$ cat src/pix_port_consts.vh
`ifndef PIX_PORT_CONSTS_VH
`define PIX_PORT_CONSTS_VH

// ****************************************
// Register map (APB byte offsets)
// ****************************************
`define REG_CTRL        12'h000
`define REG_GPIO_OUT    12'h004
`define REG_GPIO_OE     12'h008
`define REG_STATUS      12'h00C
`define REG_GPIO_IN     12'h010

// ****************************************
// Control register fields
// ****************************************
`define CTRL_MODE16     0
`define CTRL_OUT_DIS    1
`define CTRL_TS_SEL_LO  2
`define CTRL_TS_SEL_HI  3
`define CTRL_ACT_HONLY  4
`define CTRL_ACT_AND_V  5
`define CTRL_TEST       6
`define CTRL_DVCLK_MST  7
`define CTRL_RESET      8'h00

// ****************************************
// Tristate group select codes
// ****************************************
`define TS_DATA         2'h0
`define TS_TIMING       2'h1
`define TS_CLOCKS       2'h2
`define TS_ALL          2'h3

// ****************************************
// Timing generator defaults
// ****************************************
`define H_TOTAL         12'h35A
`define H_ACTIVE        12'h2D0
`define H_SYNC          12'h040
`define V_TOTAL         10'h106
`define V_ACTIVE        10'h0F0
`define V_SYNC          10'h003
`define BLANK_Y         8'h10
`define BLANK_C         8'h80

`endif

$ cat src/pix_timing.v
`timescale 1ns/1ns
`default_nettype none
`include "pix_port_consts.vh"

// Raster counters; advance once per pixel tick
module pix_timing #(
  parameter H_TOTAL = `H_TOTAL,
  parameter H_ACT   = `H_ACTIVE,
  parameter H_SYNC  = `H_SYNC,
  parameter V_TOTAL = `V_TOTAL,
  parameter V_ACT   = `V_ACTIVE,
  parameter V_SYNC  = `V_SYNC
) (
  input  wire        sys_clk_in,
  input  wire        srst_in,
  input  wire        ce_in,
  input  wire        tick_in,
  output reg  [11:0] hcnt_out,
  output reg  [9:0]  vcnt_out,
  output reg         even_field_out,
  output wire        h_act_out,
  output wire        v_act_out,
  output wire        h_sync_out,
  output wire        v_sync_out
);
  always @(posedge sys_clk_in) begin
    if (srst_in) begin
      hcnt_out       <= 12'h000;
      vcnt_out       <= 10'h000;
      even_field_out <= 1'b0;
    end else if (ce_in && tick_in) begin
      if (hcnt_out == H_TOTAL - 1) begin
        hcnt_out <= 12'h000;
        if (vcnt_out == V_TOTAL - 1) begin
          vcnt_out       <= 10'h000;
          even_field_out <= ~even_field_out;
        end else begin
          vcnt_out <= vcnt_out + 10'h001;
        end
      end else begin
        hcnt_out <= hcnt_out + 12'h001;
      end
    end
  end

  assign h_act_out  = hcnt_out < H_ACT;
  assign v_act_out  = vcnt_out < V_ACT;
  assign h_sync_out = hcnt_out >= H_TOTAL - H_SYNC;
  assign v_sync_out = vcnt_out >= V_TOTAL - V_SYNC;
endmodule // pix_timing

`default_nettype wire

$ cat src/video_pixel_output_port.v
// The register offsets and the APB slave port were decided locally.
`timescale 1ns/1ns
`default_nettype none
`include "pix_port_consts.vh"

// How it works
// 16-bit: luma on upper byte
// 8-bit: chroma/luma stream on upper byte
// 16-bit: alternating Cr/Cb on lower byte
// 8-bit: lower byte released as input
// Test mode: lower byte looped to upper
// General pins released after reset
// Pin or register bit tristates chosen group
// Half-rate clock is full clock halved
// Line reset strobe active low
// Field reset strobe active low
// Active marks non-blank, optionally horizontal only
// Vertical active over non-blank lines
// Valid marks pixels; optionally ANDed into active
// Qualifier clock from inverted phase or inverted full clock
// Open-drain caption flag while queue holds data
// Source holds unused digital resets fixed
// Digital clock pin input or output
// 8-bit: chroma first, luma next clock
// All pixels incl. blanking synchronous to clock
// Field high for even fields
// Cb flag only on Cb sample periods
module video_pixel_output_port (
  input  wire        sys_clk_in,
  input  wire        srst_in,
  input  wire        ce_in,
  input  wire        psel_in,
  input  wire        penable_in,
  input  wire        pwrite_in,
  input  wire [11:0] paddr_in,
  input  wire [31:0] pwdata_in,
  output reg  [31:0] prdata_out,
  output reg         pready_out,
  output reg         pslverr_out,
  input  wire [7:0]  luma_in,
  input  wire [7:0]  chroma_in,
  input  wire        pix_valid_in,
  input  wire        caption_pending_in,
  input  wire        out_enable_pin_n_in,
  input  wire [7:0]  pix_data_lo_in,
  output reg  [7:0]  pix_data_hi_out,
  output reg         pix_data_hi_oe_out,
  output reg  [7:0]  pix_data_lo_out,
  output reg         pix_data_lo_oe_out,
  input  wire [7:0]  general_io_pins_in,
  output reg  [7:0]  general_io_pins_out,
  output reg  [7:0]  general_io_pins_oe_out,
  output reg         sample_clk_full_out,
  output reg         sample_clk_half_out,
  output reg         gated_qual_clk_out,
  output reg         clocks_oe_out,
  output reg         line_reset_n_out,
  output reg         field_reset_n_out,
  output reg         active_out,
  output reg         vert_active_out,
  output reg         valid_out,
  output reg         field_out,
  output reg         blue_chroma_flag_out,
  output reg         timing_oe_out,
  output reg         caption_ready_out,
  output reg         caption_ready_oe_out,
  input  wire        dvin_line_reset_n_in,
  input  wire        dvin_field_reset_n_in,
  input  wire        dvin_clk_in,
  output reg         dvin_clk_out,
  output reg         dvin_clk_oe_out,
  output reg  [7:0]  dvin_data_out,
  output reg         dvin_h_out,
  output reg         dvin_v_out
);
  // ****************************************
  // Registers and bus slave
  // ****************************************
  reg  [7:0]  ctrl;
  reg  [7:0]  gpio_dout;
  reg  [7:0]  gpio_oe;
  reg  [7:0]  gpio_sync;
  reg         phase;
  reg         cb_turn;
  reg  [7:0]  chroma_hold;
  reg  [31:0] next_rdata;
  reg         next_err;

  wire mode16   = ctrl[`CTRL_MODE16];
  wire test_on  = ctrl[`CTRL_TEST];
  wire [1:0] ts_sel = ctrl[`CTRL_TS_SEL_HI:`CTRL_TS_SEL_LO];
  wire bus_acc  = psel_in && penable_in && !pready_out;
  wire tick     = mode16 ? phase : 1'b1;
  wire [11:0] hcnt;
  wire [9:0]  vcnt;
  wire        even_fld;
  wire        h_act;
  wire        v_act;
  wire        h_sync;
  wire        v_sync;

  function group_off;
    input [1:0] sel;
    input [1:0] grp;
    begin
      group_off = (sel == `TS_ALL) || (sel == grp);
    end
  endfunction

  // Three-state request from either the pin or the register bit
  wire off_req = out_enable_pin_n_in || ctrl[`CTRL_OUT_DIS];

  always @* begin
    next_rdata = 32'h0000_0000;
    next_err   = 1'b0;
    case (paddr_in)
      `REG_CTRL:     next_rdata = {24'h000000, ctrl};
      `REG_GPIO_OUT: next_rdata = {24'h000000, gpio_dout};
      `REG_GPIO_OE:  next_rdata = {24'h000000, gpio_oe};
      `REG_STATUS:   next_rdata = {20'h00000, even_fld, v_act, h_act, caption_pending_in,
                                   vcnt[7:0]};
      `REG_GPIO_IN:  next_rdata = {24'h000000, gpio_sync};
      default:       next_err   = 1'b1;
    endcase
  end

  // One wait state: pready rises the cycle after the access phase starts
  always @(posedge sys_clk_in) begin
    if (srst_in) begin
      ctrl        <= `CTRL_RESET;
      gpio_dout   <= 8'h00;
      gpio_oe     <= 8'h00;
      gpio_sync   <= 8'h00;
      pready_out  <= 1'b0;
      pslverr_out <= 1'b0;
      prdata_out  <= 32'h0000_0000;
    end else if (ce_in) begin
      gpio_sync  <= general_io_pins_in;
      pready_out <= bus_acc;
      if (bus_acc) begin
        pslverr_out <= next_err;
        prdata_out  <= pwrite_in ? 32'h0000_0000 : next_rdata;
        if (pwrite_in) begin
          case (paddr_in)
            `REG_CTRL:     ctrl      <= pwdata_in[7:0];
            `REG_GPIO_OUT: gpio_dout <= pwdata_in[7:0];
            `REG_GPIO_OE:  gpio_oe   <= pwdata_in[7:0];
            default:       ctrl      <= ctrl;
          endcase
        end
      end
    end
  end

  // ****************************************
  // Raster timing
  // ****************************************
  pix_timing u_timing (
    .sys_clk_in     (sys_clk_in),
    .srst_in        (srst_in),
    .ce_in          (ce_in),
    .tick_in        (tick),
    .hcnt_out       (hcnt),
    .vcnt_out       (vcnt),
    .even_field_out (even_fld),
    .h_act_out      (h_act),
    .v_act_out      (v_act),
    .h_sync_out     (h_sync),
    .v_sync_out     (v_sync)
  );

  wire blank     = !(h_act && v_act);
  wire [7:0] y_s = blank ? `BLANK_Y : luma_in;
  wire [7:0] c_s = blank ? `BLANK_C : chroma_in;
  wire act_raw   = ctrl[`CTRL_ACT_HONLY] ? h_act : (h_act && v_act);
  wire vld       = pix_valid_in && h_act && v_act;

  // ****************************************
  // Pixel and flag outputs
  // ****************************************
  // Everything is registered on the system clock, so data, flags and the
  // derived clocks keep a fixed phase; dvin_clk_out is a one-cycle-late copy of the full clock.
  always @(posedge sys_clk_in) begin
    if (srst_in) begin
      phase                  <= 1'b0;
      cb_turn                <= 1'b1;
      chroma_hold            <= `BLANK_C;
      sample_clk_full_out    <= 1'b0;
      sample_clk_half_out    <= 1'b0;
      gated_qual_clk_out     <= 1'b0;
      pix_data_hi_out        <= 8'h00;
      pix_data_lo_out        <= 8'h00;
      pix_data_hi_oe_out     <= 1'b0;
      pix_data_lo_oe_out     <= 1'b0;
      clocks_oe_out          <= 1'b0;
      timing_oe_out          <= 1'b0;
      line_reset_n_out       <= 1'b1;
      field_reset_n_out      <= 1'b1;
      active_out             <= 1'b0;
      vert_active_out        <= 1'b0;
      valid_out              <= 1'b0;
      field_out              <= 1'b0;
      blue_chroma_flag_out   <= 1'b0;
      caption_ready_out      <= 1'b0;
      caption_ready_oe_out   <= 1'b0;
      general_io_pins_out    <= 8'h00;
      general_io_pins_oe_out <= 8'h00;
      dvin_clk_out           <= 1'b0;
      dvin_clk_oe_out        <= 1'b0;
      dvin_data_out          <= 8'h00;
      dvin_h_out             <= 1'b1;
      dvin_v_out             <= 1'b1;
    end else if (ce_in) begin
      phase               <= ~phase;
      sample_clk_full_out <= ~sample_clk_full_out;
      // Toggle on every second enabled cycle so the period is twice the full clock
      if (phase)
        sample_clk_half_out <= ~sample_clk_half_out;
      // Qualifier is gated by valid so capture logic only clocks real pixels
      gated_qual_clk_out  <= vld && (mode16 ? !phase : !sample_clk_full_out);
      if (tick) begin
        if (mode16) begin
          pix_data_hi_out <= y_s;
          pix_data_lo_out <= c_s;
          blue_chroma_flag_out <= cb_turn;
          cb_turn         <= ~cb_turn;
        end else if (!sample_clk_full_out) begin
          pix_data_hi_out      <= c_s;
          chroma_hold          <= y_s;
          blue_chroma_flag_out <= cb_turn;
          cb_turn              <= ~cb_turn;
        end else begin
          pix_data_hi_out      <= chroma_hold;
          blue_chroma_flag_out <= 1'b0;
        end
        if (test_on)
          pix_data_hi_out <= pix_data_lo_in;
        line_reset_n_out  <= !h_sync;
        field_reset_n_out <= !v_sync;
        vert_active_out   <= v_act;
        valid_out         <= vld;
        active_out        <= ctrl[`CTRL_ACT_AND_V] ? (act_raw && vld) : act_raw;
        field_out         <= even_fld;
      end
      pix_data_hi_oe_out <= !(off_req && group_off(ts_sel, `TS_DATA));
      pix_data_lo_oe_out <= mode16 && !test_on &&
                            !(off_req && group_off(ts_sel, `TS_DATA));
      timing_oe_out      <= !(off_req && group_off(ts_sel, `TS_TIMING));
      clocks_oe_out      <= !(off_req && group_off(ts_sel, `TS_CLOCKS));
      caption_ready_out    <= 1'b0;
      caption_ready_oe_out <= caption_pending_in;
      general_io_pins_out    <= gpio_dout;
      general_io_pins_oe_out <= gpio_oe;
      dvin_clk_oe_out <= ctrl[`CTRL_DVCLK_MST];
      dvin_clk_out    <= sample_clk_full_out;
      // Digital input capture; resets sampled as plain levels
      dvin_data_out <= pix_data_lo_in;
      dvin_h_out    <= dvin_line_reset_n_in;
      dvin_v_out    <= dvin_field_reset_n_in;
    end
  end

  // Slave-mode digital clock is left unused; no second domain
  wire unused_dvclk = dvin_clk_in;
endmodule // video_pixel_output_port

`default_nettype wire

$ cat config.mk
export PLATFORM = sky130hd
export DESIGN_NAME = video_pixel_output_port
export DESIGN_NICKNAME = d
export VERILOG_FILES = /design/src/pix_timing.v /design/src/video_pixel_output_port.v
export VERILOG_INCLUDE_DIRS = /design/src
export SDC_FILE = /design/constraint.sdc
export NUM_CORES = 1
export LEC_CHECK = 0
export BUFFER_PORTS_ARGS = -buffer_cell sky130_fd_sc_hd__buf_2
export CORE_UTILIZATION = 50
export CTS_BUF_LIST = sky130_fd_sc_hd__clkbuf_8
export CTS_CLUSTER_DIAMETER = 150
export DETAILED_ROUTE_END_ITERATION = 16
export PLACE_DENSITY = 0.83
export REMOVE_ABC_BUFFERS = 1
export SYNTH_ARGS = -nofsm -noshare
export SYNTH_HDL_FRONTEND = slang
export SYNTH_SLANG_ARGS = --single-unit
$ cat constraint.sdc
create_clock -name sys_clk_in -period 2.9 [get_ports sys_clk_in]
set_input_delay 0.725 -clock sys_clk_in [delete_from_list [all_inputs] [get_ports sys_clk_in]]
set_output_delay 0.725 -clock sys_clk_in [all_outputs]
set_load 0.02 [all_outputs]
==> results of run 1 <==
layout make-up:
cell class | count | area (µm²) | area share [%]
Tap cell | 168 | 210 | 2.85
Sequential cell | 138 | 2760 | 37.5
Clock inverter | 11 | 131 | 1.78
Inverter | 12 | 45.0 | 0.611
Multi-Input combinational cell | 535 | 3160 | 42.8
Clock buffer | 19 | 262 | 3.55
Timing Repair Buffer | 152 | 806 | 10.9
power by group through the flow:
stage          sequential, mW  clock (mW)  combinational [mW]
3_5_place_dp             2.03           0               0.374
5_1_grt                  1.99        1.67               0.410
3_3_place_gp             2.03           0               0.369
6_report                 1.98        1.56               0.378
2_1_floorplan            2.06           0               0.157
4_1_cts                  1.98        1.58               0.376
cell families (layout without fill, tap and decap cells):
logic type,after synthesis,count (layout),share of synthesized area (%)
AND/OR/NAND/NOR,279,279,21.3
flip-flops,138,138,44.3
adder cells (fa/ha/maj),8,8,1.61
other,1,21,0.0602
AO/OA/AOI/OAI,149,149,14.2
multiplexers,62,62,9.96
buffers and inverters,78,194,6.31
XOR/XNOR,16,16,2.25
metal layers:
| metal | global-route usage (%) | share of wire (%) | wire, µm | vias to the layer above |
|---|---|---|---|---|
| li1 | - | - | - | 2773 |
| met1 | 31.2 | 43 | 6770 | 2662 |
| met2 | 40.0 | 47 | 7370 | 236 |
| met3 | 4.99 | 6.7 | 1050 | 32 |
| met4 | 9.12 | 2.4 | 372 | 0 |
| met5 | 0 | 0 | 0 | - |
how the worst min path moves through the flow:
stage | start | endpoint | slack, ps | depth (start not counted)
after detailed placement | chroma_hold[6]$_SDFFE_PP0P_ | chroma_hold[6]$_SDFFE_PP0P_ | 440 | 2
after CTS | pix_data_lo_out[4]$_SDFFE_PP0P_ | pix_data_lo_out[4]$_SDFFE_PP0P_ | 450 | 2
after global routing | pix_data_lo_out[3]$_SDFFE_PP0P_ | pix_data_lo_out[3]$_SDFFE_PP0P_ | 470 | 2
final | pix_data_lo_out[4]$_SDFFE_PP0P_ | pix_data_lo_out[4]$_SDFFE_PP0P_ | 450 | 2
after global placement | blue_chroma_flag_out$_SDFFE_PP0P_ | blue_chroma_flag_out$_SDFFE_PP0P_ | 440 | 2
after floorplan | chroma_hold[3]$_SDFFE_PP0P_ | chroma_hold[3]$_SDFFE_PP0P_ | 430 | 2
layout by cell type, fill, tap and decap left out, types with 10 or more instances in the layout:
cell type  count
xor2_1        12
dfxtp_1      138
clkbuf_8      19
buf_4         18
conb_1        21
a21oi_1       58
nand4_1       10
buf_2        134
nor2_1        88
nand3_1       28
nor3_1        11
nand2_1       93
o21ai_0       45
inv_1         12
mux2i_1       62
registers in the layout, indices dropped and copies added (netlist names), 8 cells and up:
register,count
pix_data_lo_out,8
general_io_pins_out,8
chroma_hold,8
general_io_pins_oe_out,8
gpio_oe,8
u_timing.vcnt_out,10
ctrl,8
pix_data_hi_out,8
gpio_sync,8
dvin_data_out,8
gpio_dout,8
u_timing.hcnt_out,12
prdata_out,12
worst max-delay path: stages:
cell     delay [ps]
buf_2            90
nor4_1          590
nand4_1         430
nor2_1          540
nand2_1         130
a21oi_1         160
==> run metrics, run 1 <==
status=finished, final reports clean; DR DRC count=0; Rel. slew slack=54.0%; die area=12900 µm²; DR vias=5703; Final nets=952; final worst-path cycle share=80.1%; worst skew pair latency=430 ps; register area share after synthesis=44.3%; CTS tree=built; Slew @ Worst Pin=689 ps; post-synthesis instance area=6230 µm²; yosys warns=0; Num Clock Sinks=138; post-CTS setup buffers=0; largest net degree at the start of global routing=55; wire length per cell=15.0 µm; final slew viol count=0; r2r setup slk=650 ps; Final GP Congestion=0.852; FILL cells=1052; worst r2r path cells=6; Static Leak=3.10 nW; distinct cell type count after synthesis=62; Max Fanout on Critical Path=8; setup_tns=0 ps; Fin. Hold Viols=0; WHS=452 ps; GRT Total Usage=24.2%; post-synth top area cell=dfxtp_1; port buffer count=135; Hold Path Class=flop to flop; CP Class=primary input to flop; vias in the first global route=5145; site row count=40; Core ar.=12100 µm²; global-route wire length before repair=24.9 mm; Seq cells post-synth=138; Logic pwr share=9.6%; Die Y=114 µm; placed inst area=6980 µm²; hold buffers post-CTS=0; Final Power=3.93 mW; IO Pins=182; top cell type's share of synthesized area=44.3%; Area Overhead vs Synth=18.3%; CTS clk-pin slew, worst paths=70 ps; Sequential Power Share=50.5%; layout cells sized above 1=21.9%; CTS Buf Count=17; drt total wl=15.6 mm; prevailing post-synth register cell=dfxtp_1; Critical Path AT=2670 ps; Post-Place Cells=1005; Post-synth EDFFs=0; Post-synth ARST share=0%; clock root buffer=clkbuf_8; Post-DRT Antenna Nets=0; drt initial violations=500; list of most frequent post-synthesis cells=dfxtp_1 (138), nand2_1 (93), nor2_1 (88); CTS H-tree lvls=4; non-filler cells, final=1035; CP Launch Type=primary input; initial core utilization=51.6%; Worst IR Drop VDD=0.386 mV; max frequency=430 MHz; final core utilization=61.1%; clock skew=8.00 ps; power share of the clock group=39.8%; power density cells=533 nW/µm²; RSZ-0062 raised after global routing=no; Pint=2.96 mW; Antenna Cells=0; CP endpoint=gpio_dout[0]$_SDFFE_PP0P_; top-count cell post-synth=dfxtp_1; Psw=0.970 mW; PostCTS Resize Cnt=0; worst r2r src=u_timing.hcnt_out[10]$_SDFFE_PP0P_; Critical R2R Capture=chroma_hold[2]$_SDFFE_PP0P_; Post-Synthesis Cells=731; fin area=7370 µm²; Period minus WS final=2320 ps; max_cap viols=0; data required time of the worst path=3250 ps; die width=114 µm; GRT Residual Overflow=0; Final Setup Violations=0; setup slack after layout=577 ps; DR vias/cell=5.51; synthesized area per cell=8.52 µm²; Place WS=205 ps; Synth area leaders=dfxtp_1 (44%), mux2i_1 (10%), nand2_1 (5.6%), nor2_1 (5.3%), a21oi_1 (4.7%); Detailed Routing Iterations Pass 1=5; antenna violations before repair=0; HPWL after detailed placement=11.1 mm; clk buf depth=2; crit path capture type=flop; CP startpoint=paddr_in[9]; sw frac=24.7%
(Power assumes the default switching activity.)
==> run 2, diff against run 1 <==
Settings changed: CORE_UTILIZATION 50 to 49, PLACE_DENSITY 0.83 to 0.84.
Clock period 2.9 ns to 2.1 ns, I/O delays scaled along.
==> run 2 against run 1 <==
Against the previous run:
- sequential power up 38%
- critical path depth up 1
- global-route usage up 1.1 points
- combinational power up 52%
- non-clock buffer count up 37
- worst setup slack worse by 440 ps
- power up 38%
- largest cell class unchanged
==> run metrics, run 2 (synthesized netlist as in run 1, its figures left out) <==
IO Pins=182 (unchanged); CTS tree=built; clk buf depth=2 (unchanged); drt total wl=16.4 mm (+5.3%); Fin. Hold Viols=0 (unchanged); die area=13200 µm² (+2.0%); layout cells sized above 1=25.8% (+3.9 points); Num Clock Sinks=138 (unchanged); worst skew pair latency=450 ps (+20 ps); antenna violations before repair=0 (unchanged); largest net degree at the start of global routing=44 (-20%); Static Leak=3.30 nW (+6.4%); port buffer count=135 (unchanged); DR vias/cell=5.47 (-0.81%); final worst-path cycle share=93.4%; CP Cell Sequence=inv_2 -> ha_2 -> and4bb_2 -> nand3_2 -> or4_4 -> or4_4 -> a21oi_2; CP Launch Type=flop; commonest non-fill, non-tap cell in the layout=dfxtp_1; site row count=40 (unchanged); wire length per cell=15.3 µm (+1.5%); Core ar.=12200 µm² (+1.2%); r2r setup slk=140 ps (-510 ps); data required time of the worst path=2490 ps (-760 ps); max frequency=510 MHz; power density cells=703 nW/µm² (+32%); status=finished, final reports clean; initial core utilization=51.0% (-0.64 points); HPWL after detailed placement=12.0 mm (+7.6%); final slew viol count=0 (unchanged); DR DRC count=0 (unchanged); drt initial violations=573 (+15%); CTS Buf Count=17 (unchanged); Detailed Routing Iterations Pass 1=5 (unchanged); Final Setup Violations=0 (unchanged); Worst IR Drop VDD=0.388 mV (+0.45%); CTS H-tree lvls=4 (unchanged); crit path capture type=flop; clock skew=13.6 ps (+5.57 ps); GRT Total Usage=25.3% (+1.1 points); Final Power=5.40 mW (+38%); Largest regs=prdata_out (12), u_timing.hcnt_out (12), u_timing.vcnt_out (10); Period minus WS final=1960 ps; RSZ-0062 raised after global routing=no; Area Overhead vs Synth=23.3%; GRT Residual Overflow=0 (unchanged); FILL cells=1041 (-1.0%); critical path's slowest cell=or4_4; Final GP Congestion=0.894 (+4.9%); global-route wire length before repair=25.8 mm (+3.6%); crit-path max cell delay=490 ps (-100 ps); Die Y=115 µm (+1.0%); Critical Path AT=2350 ps (-320 ps); Max Fanout on Critical Path=2 (-6); Worst path most repeated cell=or4_4; Post-Place Cells=1041 (+3.6%); DR vias=5870 (+2.9%); commonest non-fill, non-tap cells in the layout=dfxtp_1 (137), buf_2 (134), nand2_1 (93), nor2_1 (88), mux2i_1 (62); Antenna Cells=0 (unchanged); Hold Path Class=primary input to flop; CTS clk-pin slew, worst paths=70 ps (about the same); Post-DRT Antenna Nets=0 (unchanged); CP Class=flop to flop; clock root buffer=clkbuf_8; Final nets=989 (+3.9%); non-filler cells, final=1074 (+3.8%); vias in the first global route=5271 (+2.4%); max_cap viols=0 (unchanged); die width=115 µm (+1.0%)
[run 2: changes by cell type in the layout (fill, tap and decap cells not counted), sizes merged]
cell / previous run / this run
inv: 13 / 14
clkbuf: 19 / 20
clkinv: 5 / 7
bufinv: 3 / 2
buf: 152 / 189
clkinvlp: 2 / 1
[run 2: report_power, final]
part / switching (mW) / total [mW] / internal, mW
Combinational: 0.355 / 0.575 / 0.220
Clock: 0.973 / 2.09 / 1.12
Sequential: 0.0412 / 2.73 / 2.69
[run 2: final timing paths]
| check | startpoint | endpoint | cells past startpoint |
|---|---|---|---|
| worst min register to register | blue_chroma_flag_out$_SDFFE_PP0P_ | blue_chroma_flag_out$_SDFFE_PP0P_ | 2 |
| worst min-delay path | dvin_field_reset_n_in | dvin_v_out$_SDFFE_PP1P_ | 3 |
| worst max register to register | u_timing.hcnt_out[1]$_SDFFE_PP0P_ | u_timing.vcnt_out[3]$_SDFFE_PP0P_ | 7 |
| worst max-delay path | u_timing.hcnt_out[1]$_SDFFE_PP0P_ | u_timing.vcnt_out[3]$_SDFFE_PP0P_ | 7 |
[run 2: repair_timing]
item / CTS / global route
resized for setup: 0 / 6
setup buffers: 0 / 1
hold buffers: 0 / 0
endpoints found under the setup margin: 0 / 1
[run 2: final cells by class]
class | instances | area [µm²] | area share [%]
Multi-Input combinational cell | 535 | 3170 | 41.3
Sequential cell | 138 | 2760 | 36.0
Timing Repair Buffer | 189 | 1110 | 14.4
Clock buffer | 20 | 275 | 3.58
Tap cell | 168 | 210 | 2.74
Clock inverter | 12 | 108 | 1.40
Inverter | 12 | 45.0 | 0.587
[run 2: layer usage]
| layer | GRT usage (%) | vias to the layer above | share of wire, % |
|---|---|---|---|
| li1 | - | 2850 | - |
| met1 | 32.5 | 2755 | 43 |
| met2 | 41.4 | 232 | 48 |
| met3 | 4.90 | 33 | 6.3 |
| met4 | 11.8 | 0 | 2.5 |
| met5 | 0 | - | 0 |
[run 2: critical path, delay by kind of cell, from the launching register on]
family	cells	cell delay, ps
AO/OA/AOI/OAI	1	130
buffers and inverters	1	50
adder cells (fa/ha/maj)	1	150
flip-flops	1	320
AND/OR/NAND/NOR	4	1250
[run 2: per-stage QoR]
stage	utilization (%)	hold slack, ps	TNS, ps	setup slack (ps)	cell area, µm²
after floorplan	-	426	-6720	-836	5960
after global placement	59.6	439	0	39.6	7270
after detailed placement	59.6	445	-5.96	-5.33	7270
after CTS	62.7	282	0	70.8	7660
after global routing	62.9	291	0	18.3	7680
final	62.9	303	0	139	7680
